===== src/include/cpfm_regs.svh =====
// register map, field positions, codes and timing figures of the pin mux
// assumes inclusion by bare name from design files of the pin mux block
`ifndef CPFM_REGS_SVH
`define CPFM_REGS_SVH

`define CPFM_ADDR_FUNC 8'h63
`define CPFM_ADDR_TWI 8'h64
`define CPFM_REG_RESET 8'h00

`define CPFM_FUNC_MSB 7
`define CPFM_FUNC_LSB 4
`define CPFM_GPO_BIT 3
`define CPFM_GPI_BIT 2
`define CPFM_DUR_BIT 1
`define CPFM_RSVD_BIT 0

`define CPFM_SDA_MODE_MSB 7
`define CPFM_SDA_MODE_LSB 6
`define CPFM_SDA_OUT_BIT 5
`define CPFM_SDA_IN_BIT 4
`define CPFM_SCL_MODE_MSB 3
`define CPFM_SCL_MODE_LSB 2
`define CPFM_SCL_OUT_BIT 1
`define CPFM_SCL_IN_BIT 0

`define CPFM_FN_OFF 4'h0
`define CPFM_FN_RSVD 4'h1
`define CPFM_FN_JACK 4'h2
`define CPFM_FN_GPI 4'h3
`define CPFM_FN_GPO 4'h4
`define CPFM_FN_DMIC_A 4'h5
`define CPFM_FN_DMIC_B 4'h6
`define CPFM_FN_DMIC_C 4'h7
`define CPFM_FN_BCLK 4'h8
`define CPFM_FN_HS_BTN 4'h9
`define CPFM_FN_ALL 4'hA
`define CPFM_FN_SC_BTN 4'hB
`define CPFM_FN_SC 4'hC
`define CPFM_FN_HOLD 4'hD
`define CPFM_FN_AGC 4'hE
`define CPFM_FN_BTN 4'hF

// event source mask bits: agc, short, button, headset
`define CPFM_SRC_NONE 4'h0
`define CPFM_SRC_HS 4'h1
`define CPFM_SRC_HS_BTN 4'h3
`define CPFM_SRC_ALL 4'hF
`define CPFM_SRC_SC_BTN 4'h6
`define CPFM_SRC_SC 4'h4
`define CPFM_SRC_AGC 4'h8
`define CPFM_SRC_BTN 4'h2

`define CPFM_USE_NONE 2'h0
`define CPFM_USE_IN 2'h1
`define CPFM_USE_OUT 2'h2

// times in microseconds, clock in MHz
`define CPFM_PULSE_US 2000
`define CPFM_JACK_US 1750
`define CPFM_CLK_MHZ 100

`endif


===== src/include/cpfm_pkg.sv =====
// types shared by the pin mux block
// assumes nothing beyond a SystemVerilog compiler
package cpfm_pkg;

  typedef enum logic [2:0] {
    CPFM_ROLE_OFF,
    CPFM_ROLE_IRQ,
    CPFM_ROLE_GPI,
    CPFM_ROLE_GPO,
    CPFM_ROLE_DMIC,
    CPFM_ROLE_BCLK
  } cpfm_role_t;

  typedef enum logic [1:0] {
    CPFM_IRQ_IDLE,
    CPFM_IRQ_HIGH,
    CPFM_IRQ_LOW
  } cpfm_irq_state_t;

endpackage


===== src/cpfm_pin_mux.sv =====
// function select and gpio logic for the second multifunction pin and
// the two control-bus pins; registers reached over a simple control port
// assumes the control-port engine gives one-cycle read and write strobes,
// and that event sources and bus clock inputs run on core_clk
`timescale 1ns/1ns
`include "cpfm_regs.svh"

module cpfm_pin_mux
  import cpfm_pkg::*;
#(
  parameter int unsigned PULSE_CYC = `CPFM_PULSE_US * `CPFM_CLK_MHZ,
  parameter int unsigned JACK_CYC = `CPFM_JACK_US * `CPFM_CLK_MHZ
) (
  input wire logic core_clk,
  input wire logic rst,
  input wire logic [7:0] reg_addr,
  input wire logic reg_wr_en,
  input wire logic [7:0] reg_wr_data,
  input wire logic reg_rd_en,
  output logic [7:0] reg_rd_data,
  output logic reg_rd_valid,
  input wire logic flag_reg_read,
  input wire logic headset_evt,
  input wire logic button_evt,
  input wire logic short_evt,
  input wire logic agc_noise_evt,
  input wire logic second_multifunction_pin_in,
  output logic second_multifunction_pin_out,
  output logic second_multifunction_pin_oe,
  input wire logic dmic_clk_pin,
  output logic dmic_bit,
  output logic dmic_bit_valid,
  output logic dmic_bit_on_rise,
  input wire logic bclk_drive_out,
  input wire logic bclk_gen,
  output logic bclk_sensed,
  input wire logic select_pin,
  input wire logic sda_in,
  output logic sda_out,
  output logic sda_oe,
  input wire logic scl_in,
  output logic scl_out,
  output logic scl_oe,
  input wire logic i2c_sda_pull_low,
  input wire logic i2c_scl_pull_low,
  output logic sda_sensed,
  output logic scl_sensed
);

  // control registers
  logic [3:0] func_ff;
  logic gpo_val_ff;
  logic dur_ff;
  logic [1:0] sda_use_ff;
  logic sda_val_ff;
  logic [1:0] scl_use_ff;
  logic scl_val_ff;

  // synchronised pins: mfp, mic clock, select, sda, scl
  logic [4:0] pins_raw;
  logic [4:0] pins_s;
  logic mfp_s;
  logic dclk_s;
  logic sel_s;
  logic sda_s;
  logic scl_s;

  assign pins_raw = {second_multifunction_pin_in, dmic_clk_pin, select_pin,
                     sda_in, scl_in};
  assign {mfp_s, dclk_s, sel_s, sda_s, scl_s} = pins_s;

  cpfm_sync #(
    .W(5)
  ) u_sync (
    .core_clk(core_clk),
    .rst(rst),
    .async_in(pins_raw),
    .sync_out(pins_s)
  );

  // register access decode
  logic hit_func;
  logic hit_twi;
  logic wr_func;
  logic wr_twi;

  assign hit_func = (reg_addr == `CPFM_ADDR_FUNC);
  assign hit_twi = (reg_addr == `CPFM_ADDR_TWI);
  assign wr_func = reg_wr_en && hit_func;
  assign wr_twi = reg_wr_en && hit_twi;

  // function decode of the second pin
  cpfm_role_t role;
  logic [3:0] src_mask;
  logic use_short;

  always_comb begin
    role = CPFM_ROLE_OFF;
    src_mask = `CPFM_SRC_NONE;
    use_short = 1'b0;
    unique case (func_ff)
      `CPFM_FN_OFF, `CPFM_FN_RSVD: role = CPFM_ROLE_OFF;
      `CPFM_FN_JACK: begin
        role = CPFM_ROLE_IRQ;
        src_mask = `CPFM_SRC_HS;
        use_short = 1'b1;
      end
      `CPFM_FN_GPI: role = CPFM_ROLE_GPI;
      `CPFM_FN_GPO: role = CPFM_ROLE_GPO;
      `CPFM_FN_DMIC_A, `CPFM_FN_DMIC_B, `CPFM_FN_DMIC_C: begin
        role = CPFM_ROLE_DMIC;
      end
      `CPFM_FN_BCLK: role = CPFM_ROLE_BCLK;
      `CPFM_FN_HS_BTN: begin
        role = CPFM_ROLE_IRQ;
        src_mask = `CPFM_SRC_HS_BTN;
      end
      `CPFM_FN_ALL: begin
        role = CPFM_ROLE_IRQ;
        src_mask = `CPFM_SRC_ALL;
      end
      `CPFM_FN_SC_BTN: begin
        role = CPFM_ROLE_IRQ;
        src_mask = `CPFM_SRC_SC_BTN;
      end
      `CPFM_FN_SC: begin
        role = CPFM_ROLE_IRQ;
        src_mask = `CPFM_SRC_SC;
      end
      // meaning of this code is unconfirmed, so the pin stays quiet
      `CPFM_FN_HOLD: role = CPFM_ROLE_OFF;
      `CPFM_FN_AGC: begin
        role = CPFM_ROLE_IRQ;
        src_mask = `CPFM_SRC_AGC;
      end
      `CPFM_FN_BTN: begin
        role = CPFM_ROLE_IRQ;
        src_mask = `CPFM_SRC_BTN;
      end
    endcase
  end

  // event selection and rising-edge trigger
  logic [3:0] evt_vec;
  logic evt_hit;
  logic evt_hit_d_ff;
  logic irq_trig;
  logic irq_enable;
  logic irq_level;

  assign evt_vec = {agc_noise_evt, short_evt, button_evt, headset_evt};
  assign evt_hit = |(evt_vec & src_mask);
  assign irq_trig = evt_hit && !evt_hit_d_ff;
  assign irq_enable = (role == CPFM_ROLE_IRQ);

  always_ff @(posedge core_clk) begin
    if (rst) begin
      evt_hit_d_ff <= 1'b0;
    end else begin
      evt_hit_d_ff <= evt_hit;
    end
  end

  cpfm_irq_pulse #(
    .LONG_CYC(PULSE_CYC),
    .SHORT_CYC(JACK_CYC)
  ) u_irq (
    .core_clk(core_clk),
    .rst(rst),
    .enable(irq_enable),
    .trig(irq_trig),
    .use_short(use_short),
    .repeat_mode(dur_ff),
    .stop(flag_reg_read),
    .irq_ff(irq_level)
  );

  // second pin drive
  logic nxt_mfp_out;
  logic nxt_mfp_oe;

  always_comb begin
    nxt_mfp_out = 1'b0;
    nxt_mfp_oe = 1'b0;
    unique case (role)
      CPFM_ROLE_IRQ: begin
        nxt_mfp_out = irq_level;
        nxt_mfp_oe = 1'b1;
      end
      CPFM_ROLE_GPO: begin
        nxt_mfp_out = gpo_val_ff;
        nxt_mfp_oe = 1'b1;
      end
      CPFM_ROLE_BCLK: begin
        nxt_mfp_out = bclk_gen;
        nxt_mfp_oe = bclk_drive_out;
      end
      CPFM_ROLE_OFF, CPFM_ROLE_GPI, CPFM_ROLE_DMIC: begin
        nxt_mfp_out = 1'b0;
        nxt_mfp_oe = 1'b0;
      end
    endcase
  end

  // mic data: one bit per mic clock edge, either direction
  logic dclk_d_ff;
  logic dclk_rise;
  logic dclk_fall;
  logic dmic_take;

  assign dclk_rise = dclk_s && !dclk_d_ff;
  assign dclk_fall = !dclk_s && dclk_d_ff;
  assign dmic_take = (role == CPFM_ROLE_DMIC) && (dclk_rise || dclk_fall);

  // two-wire pins: gpio only under spi select, else the i2c engine owns them
  logic sda_gpo;
  logic scl_gpo;
  logic nxt_sda_oe;
  logic nxt_scl_oe;
  logic sda_gpi_lvl;
  logic scl_gpi_lvl;
  logic mfp_gpi_lvl;

  assign sda_gpo = sel_s && (sda_use_ff == `CPFM_USE_OUT);
  assign scl_gpo = sel_s && (scl_use_ff == `CPFM_USE_OUT);
  // open drain: only a low is ever driven; reserved usage stays undriven
  assign nxt_sda_oe = sel_s ? (sda_gpo && !sda_val_ff)
                            : i2c_sda_pull_low;
  assign nxt_scl_oe = sel_s ? (scl_gpo && !scl_val_ff)
                            : i2c_scl_pull_low;
  assign sda_gpi_lvl = sel_s && (sda_use_ff == `CPFM_USE_IN) && sda_s;
  assign scl_gpi_lvl = sel_s && (scl_use_ff == `CPFM_USE_IN) && scl_s;
  assign mfp_gpi_lvl = (role == CPFM_ROLE_GPI) && mfp_s;

  // read data assembly; reserved bit 0 of the function register reads zero
  logic [7:0] func_rd;
  logic [7:0] twi_rd;
  logic [7:0] nxt_rd_data;

  assign func_rd = {func_ff, gpo_val_ff, mfp_gpi_lvl, dur_ff, 1'b0};
  assign twi_rd = {sda_use_ff, sda_val_ff, sda_gpi_lvl,
                   scl_use_ff, scl_val_ff, scl_gpi_lvl};
  assign nxt_rd_data = hit_func ? func_rd :
                       hit_twi ? twi_rd : `CPFM_REG_RESET;

  always_ff @(posedge core_clk) begin
    if (rst) begin
      func_ff <= `CPFM_FN_OFF;
      gpo_val_ff <= 1'b0;
      dur_ff <= 1'b0;
    end else if (wr_func) begin
      // bit 0 is read-only and a write to it is dropped
      func_ff <= reg_wr_data[`CPFM_FUNC_MSB:`CPFM_FUNC_LSB];
      gpo_val_ff <= reg_wr_data[`CPFM_GPO_BIT];
      dur_ff <= reg_wr_data[`CPFM_DUR_BIT];
    end
  end

  always_ff @(posedge core_clk) begin
    if (rst) begin
      sda_use_ff <= `CPFM_USE_NONE;
      sda_val_ff <= 1'b0;
      scl_use_ff <= `CPFM_USE_NONE;
      scl_val_ff <= 1'b0;
    end else if (wr_twi) begin
      // stored as written even for reserved usage, so software sees it
      sda_use_ff <= reg_wr_data[`CPFM_SDA_MODE_MSB:`CPFM_SDA_MODE_LSB];
      sda_val_ff <= reg_wr_data[`CPFM_SDA_OUT_BIT];
      scl_use_ff <= reg_wr_data[`CPFM_SCL_MODE_MSB:`CPFM_SCL_MODE_LSB];
      scl_val_ff <= reg_wr_data[`CPFM_SCL_OUT_BIT];
    end
  end

  always_ff @(posedge core_clk) begin
    if (rst) begin
      reg_rd_data <= `CPFM_REG_RESET;
      reg_rd_valid <= 1'b0;
    end else begin
      reg_rd_valid <= reg_rd_en;
      if (reg_rd_en) begin
        reg_rd_data <= nxt_rd_data;
      end
    end
  end

  always_ff @(posedge core_clk) begin
    if (rst) begin
      second_multifunction_pin_out <= 1'b0;
      second_multifunction_pin_oe <= 1'b0;
      sda_out <= 1'b0;
      sda_oe <= 1'b0;
      scl_out <= 1'b0;
      scl_oe <= 1'b0;
    end else begin
      second_multifunction_pin_out <= nxt_mfp_out;
      second_multifunction_pin_oe <= nxt_mfp_oe;
      sda_out <= 1'b0;
      sda_oe <= nxt_sda_oe;
      scl_out <= 1'b0;
      scl_oe <= nxt_scl_oe;
    end
  end

  always_ff @(posedge core_clk) begin
    if (rst) begin
      dclk_d_ff <= 1'b0;
      dmic_bit <= 1'b0;
      dmic_bit_valid <= 1'b0;
      dmic_bit_on_rise <= 1'b0;
    end else begin
      dclk_d_ff <= dclk_s;
      dmic_bit_valid <= dmic_take;
      if (dmic_take) begin
        dmic_bit <= mfp_s;
        dmic_bit_on_rise <= dclk_rise;
      end
    end
  end

  // sensed levels for the bus engines; bit clock only while selected
  always_ff @(posedge core_clk) begin
    if (rst) begin
      bclk_sensed <= 1'b0;
      sda_sensed <= 1'b0;
      scl_sensed <= 1'b0;
    end else begin
      bclk_sensed <= (role == CPFM_ROLE_BCLK) && !bclk_drive_out && mfp_s;
      sda_sensed <= sda_s;
      scl_sensed <= scl_s;
    end
  end

endmodule


===== src/cpfm_sync.sv =====
// two-flop synchroniser for a group of pin inputs
// assumes each bit is an independent level from outside the clock domain
`timescale 1ns/1ns
module cpfm_sync #(
  parameter int W = 1
) (
  input wire logic core_clk,
  input wire logic rst,
  input wire logic [W-1:0] async_in,
  output logic [W-1:0] sync_out
);

  logic [W-1:0] meta_ff;

  always_ff @(posedge core_clk) begin
    if (rst) begin
      meta_ff <= '0;
      sync_out <= '0;
    end else begin
      meta_ff <= async_in;
      sync_out <= meta_ff;
    end
  end

endmodule


===== src/cpfm_irq_pulse.sv =====
// interrupt shaper: single timed pulse or repeating pulses until stopped
// assumes trig, stop and controls come from logic on core_clk
`timescale 1ns/1ns
module cpfm_irq_pulse
  import cpfm_pkg::*;
#(
  parameter int unsigned LONG_CYC = 200000,
  parameter int unsigned SHORT_CYC = 175000
) (
  input wire logic core_clk,
  input wire logic rst,
  input wire logic enable,
  input wire logic trig,
  input wire logic use_short,
  input wire logic repeat_mode,
  input wire logic stop,
  output logic irq_ff
);

  localparam int CW = $clog2(LONG_CYC + 1);
  localparam logic [CW-1:0] LONG_LOAD = CW'(LONG_CYC - 1);
  localparam logic [CW-1:0] SHORT_LOAD = CW'(SHORT_CYC - 1);

  cpfm_irq_state_t state_ff, nxt_state;
  logic [CW-1:0] cnt_ff, nxt_cnt;
  logic short_ff, nxt_short;
  logic [CW-1:0] load;

  assign load = short_ff ? SHORT_LOAD : LONG_LOAD;

  always_comb begin
    nxt_state = state_ff;
    nxt_cnt = cnt_ff;
    nxt_short = short_ff;
    if (!enable) begin
      nxt_state = CPFM_IRQ_IDLE;
      nxt_cnt = '0;
    end else if (trig) begin
      // a fresh event restarts the pulse, even over a pending stop
      nxt_state = CPFM_IRQ_HIGH;
      nxt_cnt = use_short ? SHORT_LOAD : LONG_LOAD;
      nxt_short = use_short;
    end else begin
      unique case (state_ff)
        CPFM_IRQ_IDLE: begin
          nxt_cnt = '0;
        end
        CPFM_IRQ_HIGH: begin
          if (repeat_mode && stop) begin
            nxt_state = CPFM_IRQ_IDLE;
          end else if (cnt_ff == '0) begin
            nxt_state = repeat_mode ? CPFM_IRQ_LOW : CPFM_IRQ_IDLE;
            nxt_cnt = load;
          end else begin
            nxt_cnt = cnt_ff - 1'b1;
          end
        end
        CPFM_IRQ_LOW: begin
          if (stop || !repeat_mode) begin
            nxt_state = CPFM_IRQ_IDLE;
          end else if (cnt_ff == '0) begin
            nxt_state = CPFM_IRQ_HIGH;
            nxt_cnt = load;
          end else begin
            nxt_cnt = cnt_ff - 1'b1;
          end
        end
      endcase
    end
  end

  always_ff @(posedge core_clk) begin
    if (rst) begin
      state_ff <= CPFM_IRQ_IDLE;
      cnt_ff <= '0;
      short_ff <= 1'b0;
      irq_ff <= 1'b0;
    end else begin
      state_ff <= nxt_state;
      cnt_ff <= nxt_cnt;
      short_ff <= nxt_short;
      irq_ff <= (nxt_state == CPFM_IRQ_HIGH);
    end
  end

endmodule


===== config.mk =====
export PLATFORM = sky130hd
export DESIGN_NAME = cpfm_pin_mux
export DESIGN_NICKNAME = d
export VERILOG_FILES = /design/src/include/cpfm_pkg.sv /design/src/cpfm_pin_mux.sv /design/src/cpfm_sync.sv /design/src/cpfm_irq_pulse.sv
export VERILOG_INCLUDE_DIRS = /design/src /design/src/include
export SDC_FILE = /design/constraint.sdc
export NUM_CORES = 1
export LEC_CHECK = 0
export BUFFER_PORTS_ARGS = -buffer_cell sky130_fd_sc_hd__buf_2
export CORE_ASPECT_RATIO = 0.9
export CORE_MARGIN = 10
export CORE_UTILIZATION = 40
export CTS_CLUSTER_DIAMETER = 60
export CTS_CLUSTER_SIZE = 10
export DETAILED_ROUTE_END_ITERATION = 12
export GPL_TIMING_DRIVEN = 0
export PLACE_DENSITY_LB_ADDON = 0.1
export SYNTH_ARGS = -nofsm -noshare
export SYNTH_HDL_FRONTEND = slang
export SYNTH_SLANG_ARGS = --single-unit
export TNS_END_PERCENT = 30

===== constraint.sdc =====
create_clock -name core_clk -period 2.9 [get_ports core_clk]
set_clock_uncertainty 0.1 [all_clocks]
set_input_delay 0.435 -clock core_clk [delete_from_list [all_inputs] [get_ports core_clk]]
set_output_delay 0.435 -clock core_clk [all_outputs]
set_load 0.03 [all_outputs]

==> summary by stage <==
Floorplanning
From bottom edge to top edge, the die measures 104 um. The horizontal die dimension is roughly 110 um. The region available for standard cell placement spans between 7000 and 8000 um2.

The boundary pin count is 55. The initial core utilization is around two fifths. After floorplanning, the core was divided into 30 placement rows. The overall die area is ~12000 um2.

Synthesis
The cell type with the highest aggregate area in the netlist is sky130_fd_sc_hd__dfxtp_1. The share of synthesized registers carrying an async set or reset is 0%. The flop and latch count out of synthesis is 65. Yosys printed 0 warnings. The cell count after synthesis is 368.

In the synthesized netlist the dominant register cell turns out to be sky130_fd_sc_hd__dfxtp_1. The number of flops mapped to enable cells by yosys is 0. The number of distinct library cells after synthesis is 57. Sequential cells were found to cover 41.2% of the synthesized design area. After synthesis the cells add up to around 3200 um2.

In the post-synthesis netlist, the biggest area contributors are sky130_fd_sc_hd__dfxtp_1 (41%), sky130_fd_sc_hd__nor2_1 (6.3%), sky130_fd_sc_hd__nor2b_1 (5.7%). In this run the mean area of a mapped cell was between 8 and 9 um2. The synthesized design devotes to its leading area cell type between 40 and 50% of total area.

Clock tree
Clock tree synthesis found a total of 65 sinks. The number of gates resized after CTS was 0. The clock tree from TritonCTS is yes.

For this design, the CTS-stage hold fixing added 0 buffers. The clock buffer count from CTS is 9. The buffers inserted during post-CTS setup optimization is 0. For the worst-skew pair, the clock arrives at the later sink with an insertion delay of 0.34 ns. CTS built an H-tree with a depth of 3. Clock tree synthesis selected as its root buffer the cell sky130_fd_sc_hd__clkbuf_8. The clock passes through at most 2 buffers. After clock tree synthesis, the clock-pin slew on the worst setup and hold paths is ~0.08 ns.

Final layout
The total number of nets in the final design is roughly 470. Of the cells placed in the final design, the portion with a size suffix greater than 1 is a little under a quarter. The number of antenna diodes in the final layout is 0. Compared with the post-synthesis result, the final layout area differs by 18.4%. For this run, the share of the core covered by cells in the final layout is 49.1%.

Global routing
Entering global routing, the biggest net connects 14 pins. The total track usage is between 10 and 15%. The first-pass GRT wire length is about 14000 um. The final global-route overflow total is 0. The via count of the first global-routing pass is 2692.

The initial antenna violation count came to 0.

Worst setup path
Along the worst path, the maximum fanout reaches 10. The cell family contributing the most delay on the critical path is simple AND/OR/NAND/NOR gates. Data on the critical path is required at its endpoint by around 3 ns. STA classifies the critical path startpoint as a flop. STA puts the critical path data arrival time at around 2.8 ns. The largest incremental delay on the critical path is slightly below 0.6 ns. The critical path contains buffers and inverters numbering 2 combined. Traced cell by cell, the critical path runs through inv_1 -> ha_1 -> nor4b_1 -> nand3_1 -> or2_4 -> buf_6 -> a2111oi_2 -> a311oi_1. The highest-delay cell along the critical path is sky130_fd_sc_hd__nor4b_1. The critical path start-end classification is reg2reg. The endpoint class of the critical path is a flop.

Detailed routing
In this run the remaining antenna-violating nets after routing total 0. The number of iterations in the first detailed-routing pass is 5. In the routed design, unresolved DRC markers number 0. The detailed router's first-iteration violation count is around 240. Dividing the detail-routed via count by the number of cells gives about 5.4. The routed design has around 8400 um of wire. Dividing the detail-routed wire length by the instance count gives about 16 um.

The routed layout has 2884 vias.

Pwr
The power density over the cells is 470 nW/um2. The worst-case vdd ir drop is approximately 0.28 mV. For this design the static power due to leakage is between 0.0015 and 0.002 uW.

The completed layout was analyzed and its total power is about 1800 uW.

STA
The total of endpoints with negative setup slack in the final report is 0. Adding up every negative setup slack in the final design gives 0 ns. Setup repair after global routing left no endpoint under its margin. The final number of hold-violating endpoints is 0.

The final critical delay including setup and external delays is 2.66 ns. For the pin with the worst max-slew slack, the measured transition is between 0.8 and 0.9 ns. The part of the cycle the worst path needs is between 90% and 100%. The highest clock rate is 376 MHz.

The count of pins over their slew limit is 0. In this run the tightest slew margin relative to its limit is between 40% and 50%. The smallest setup slack after layout is ~0.24 ns.

Min path
In this run the worst hold path is classified as in2reg.

Placed design
The congestion estimate from routability-driven global placement came to approximately 0.84. Once detailed placement completed, the half-perimeter wirelength came to ~6200 um. During placement, the flow inserted port buffers numbering between 50 and 60.

Timing analysis after detailed placement gives a worst setup slack of 0.290 ns.

Status
The flow ran to the end, and the final reports show no timing, DRC or antenna violations.

Job
The number of max-cap violations is 0.
[cells by family (layout without fill, tap and decap cells)]
kind of cell             count (synthesis)  after routing  share of synthesized area [%]
adder cells (fa/ha/maj)                  4              4                           1.58
AND/OR/NAND/NOR                        157            157                           25.8
buffers and inverters                   32             99                           4.71
flip-flops                              65             65                           41.2
XOR/XNOR                                 6              6                           1.66
other                                    1              2                          0.119
AO/OA/AOI/OAI                           87             87                           19.9
multiplexers                            16             16                           5.11
[registers in the layout, indices dropped and copies added (netlist names), 2 cells and up]
signal and cells:
reg_rd_data 8, u_sync.meta_ff 5, sda_use_ff 2, u_irq.cnt_ff 18
scl_use_ff 2, func_ff 4, u_sync.sync_out 5, u_irq.state_ff 2
[metal layers]
layer  track usage, %  part of all wire [%]  vias up
li1                 -                     -     1446
met1             20.3                    52     1351
met2             19.7                    42       83
met3             4.79                   5.9        4
met4             3.26                  0.47        0
met5                0                     0        -
[final cells by class]
| type | instances | area, um2 |
|---|---|---|
| clock buffers | 9 | 124 |
| clock inverters | 7 | 77.6 |
| inverters | 9 | 33.8 |
| plain buffers | 23 | 115 |
| multi-input cells | 272 | 1710 |
| repair buffers | 51 | 255 |
| fillers | 786 | 3880 |
| flip-flops and latches | 65 | 1300 |
| well taps | 96 | 120 |
[Yosys cell counts (8+ instances only)]
| cell type | n |
|---|---|
| sky130_fd_sc_hd__inv_1 | 9 |
| sky130_fd_sc_hd__nor3_1 | 13 |
| sky130_fd_sc_hd__clkbuf_1 | 12 |
| sky130_fd_sc_hd__mux2i_1 | 15 |
| sky130_fd_sc_hd__o21ai_0 | 9 |
| sky130_fd_sc_hd__a21oi_1 | 30 |
| sky130_fd_sc_hd__nor2_1 | 53 |
| sky130_fd_sc_hd__dfxtp_1 | 65 |
| sky130_fd_sc_hd__a31oi_1 | 8 |
| sky130_fd_sc_hd__nand2_1 | 22 |
| sky130_fd_sc_hd__a211oi_1 | 8 |
| sky130_fd_sc_hd__nor2b_1 | 29 |
[cells in the final DEF, fill, tap and decap left out, drive strengths merged, types with 5 or more instances in the layout]
master,instances
nand2,22
a2111oi,7
nand2b,5
a211oi,8
nor3,13
nor2b,29
buf,62
mux2i,15
or2,5
inv,11
clkbuf,21
o221a,6
a21oi,30
a31oi,8
dfxtp,65
nor2,53
nand3,6
o21ai,10
[path summary, 6_finish.rpt]
kind	startpoint	to	slack (ns)	cells after the start
setup / recovery	u_irq.cnt_ff[0]	u_irq.irq_ff	0.24	8
hold / removal	select_pin	u_sync.meta_ff[2]	0.19	2
setup reg to reg	u_irq.cnt_ff[0]	u_irq.irq_ff	0.24	8
hold reg to reg	u_sync.meta_ff[1]	u_sync.sync_out[1]	0.34	1
[metrics by stage]
stage	instances	cell area, um2	hold slack (ns)
after floorplan	369	3160	0.314
after global placement	516	3540	0.317
after detailed placement	516	3540	0.325
after CTS	532	3740	0.180
after global routing	532	3740	0.181
final	532	3740	0.194
[power by group]
part	internal, uW	switching [uW]
sequential	902	3.67
combinational	30.6	42.0
clock	404	375
total	1340	420
No activity file was read; power rests on OpenSTA's default activity.
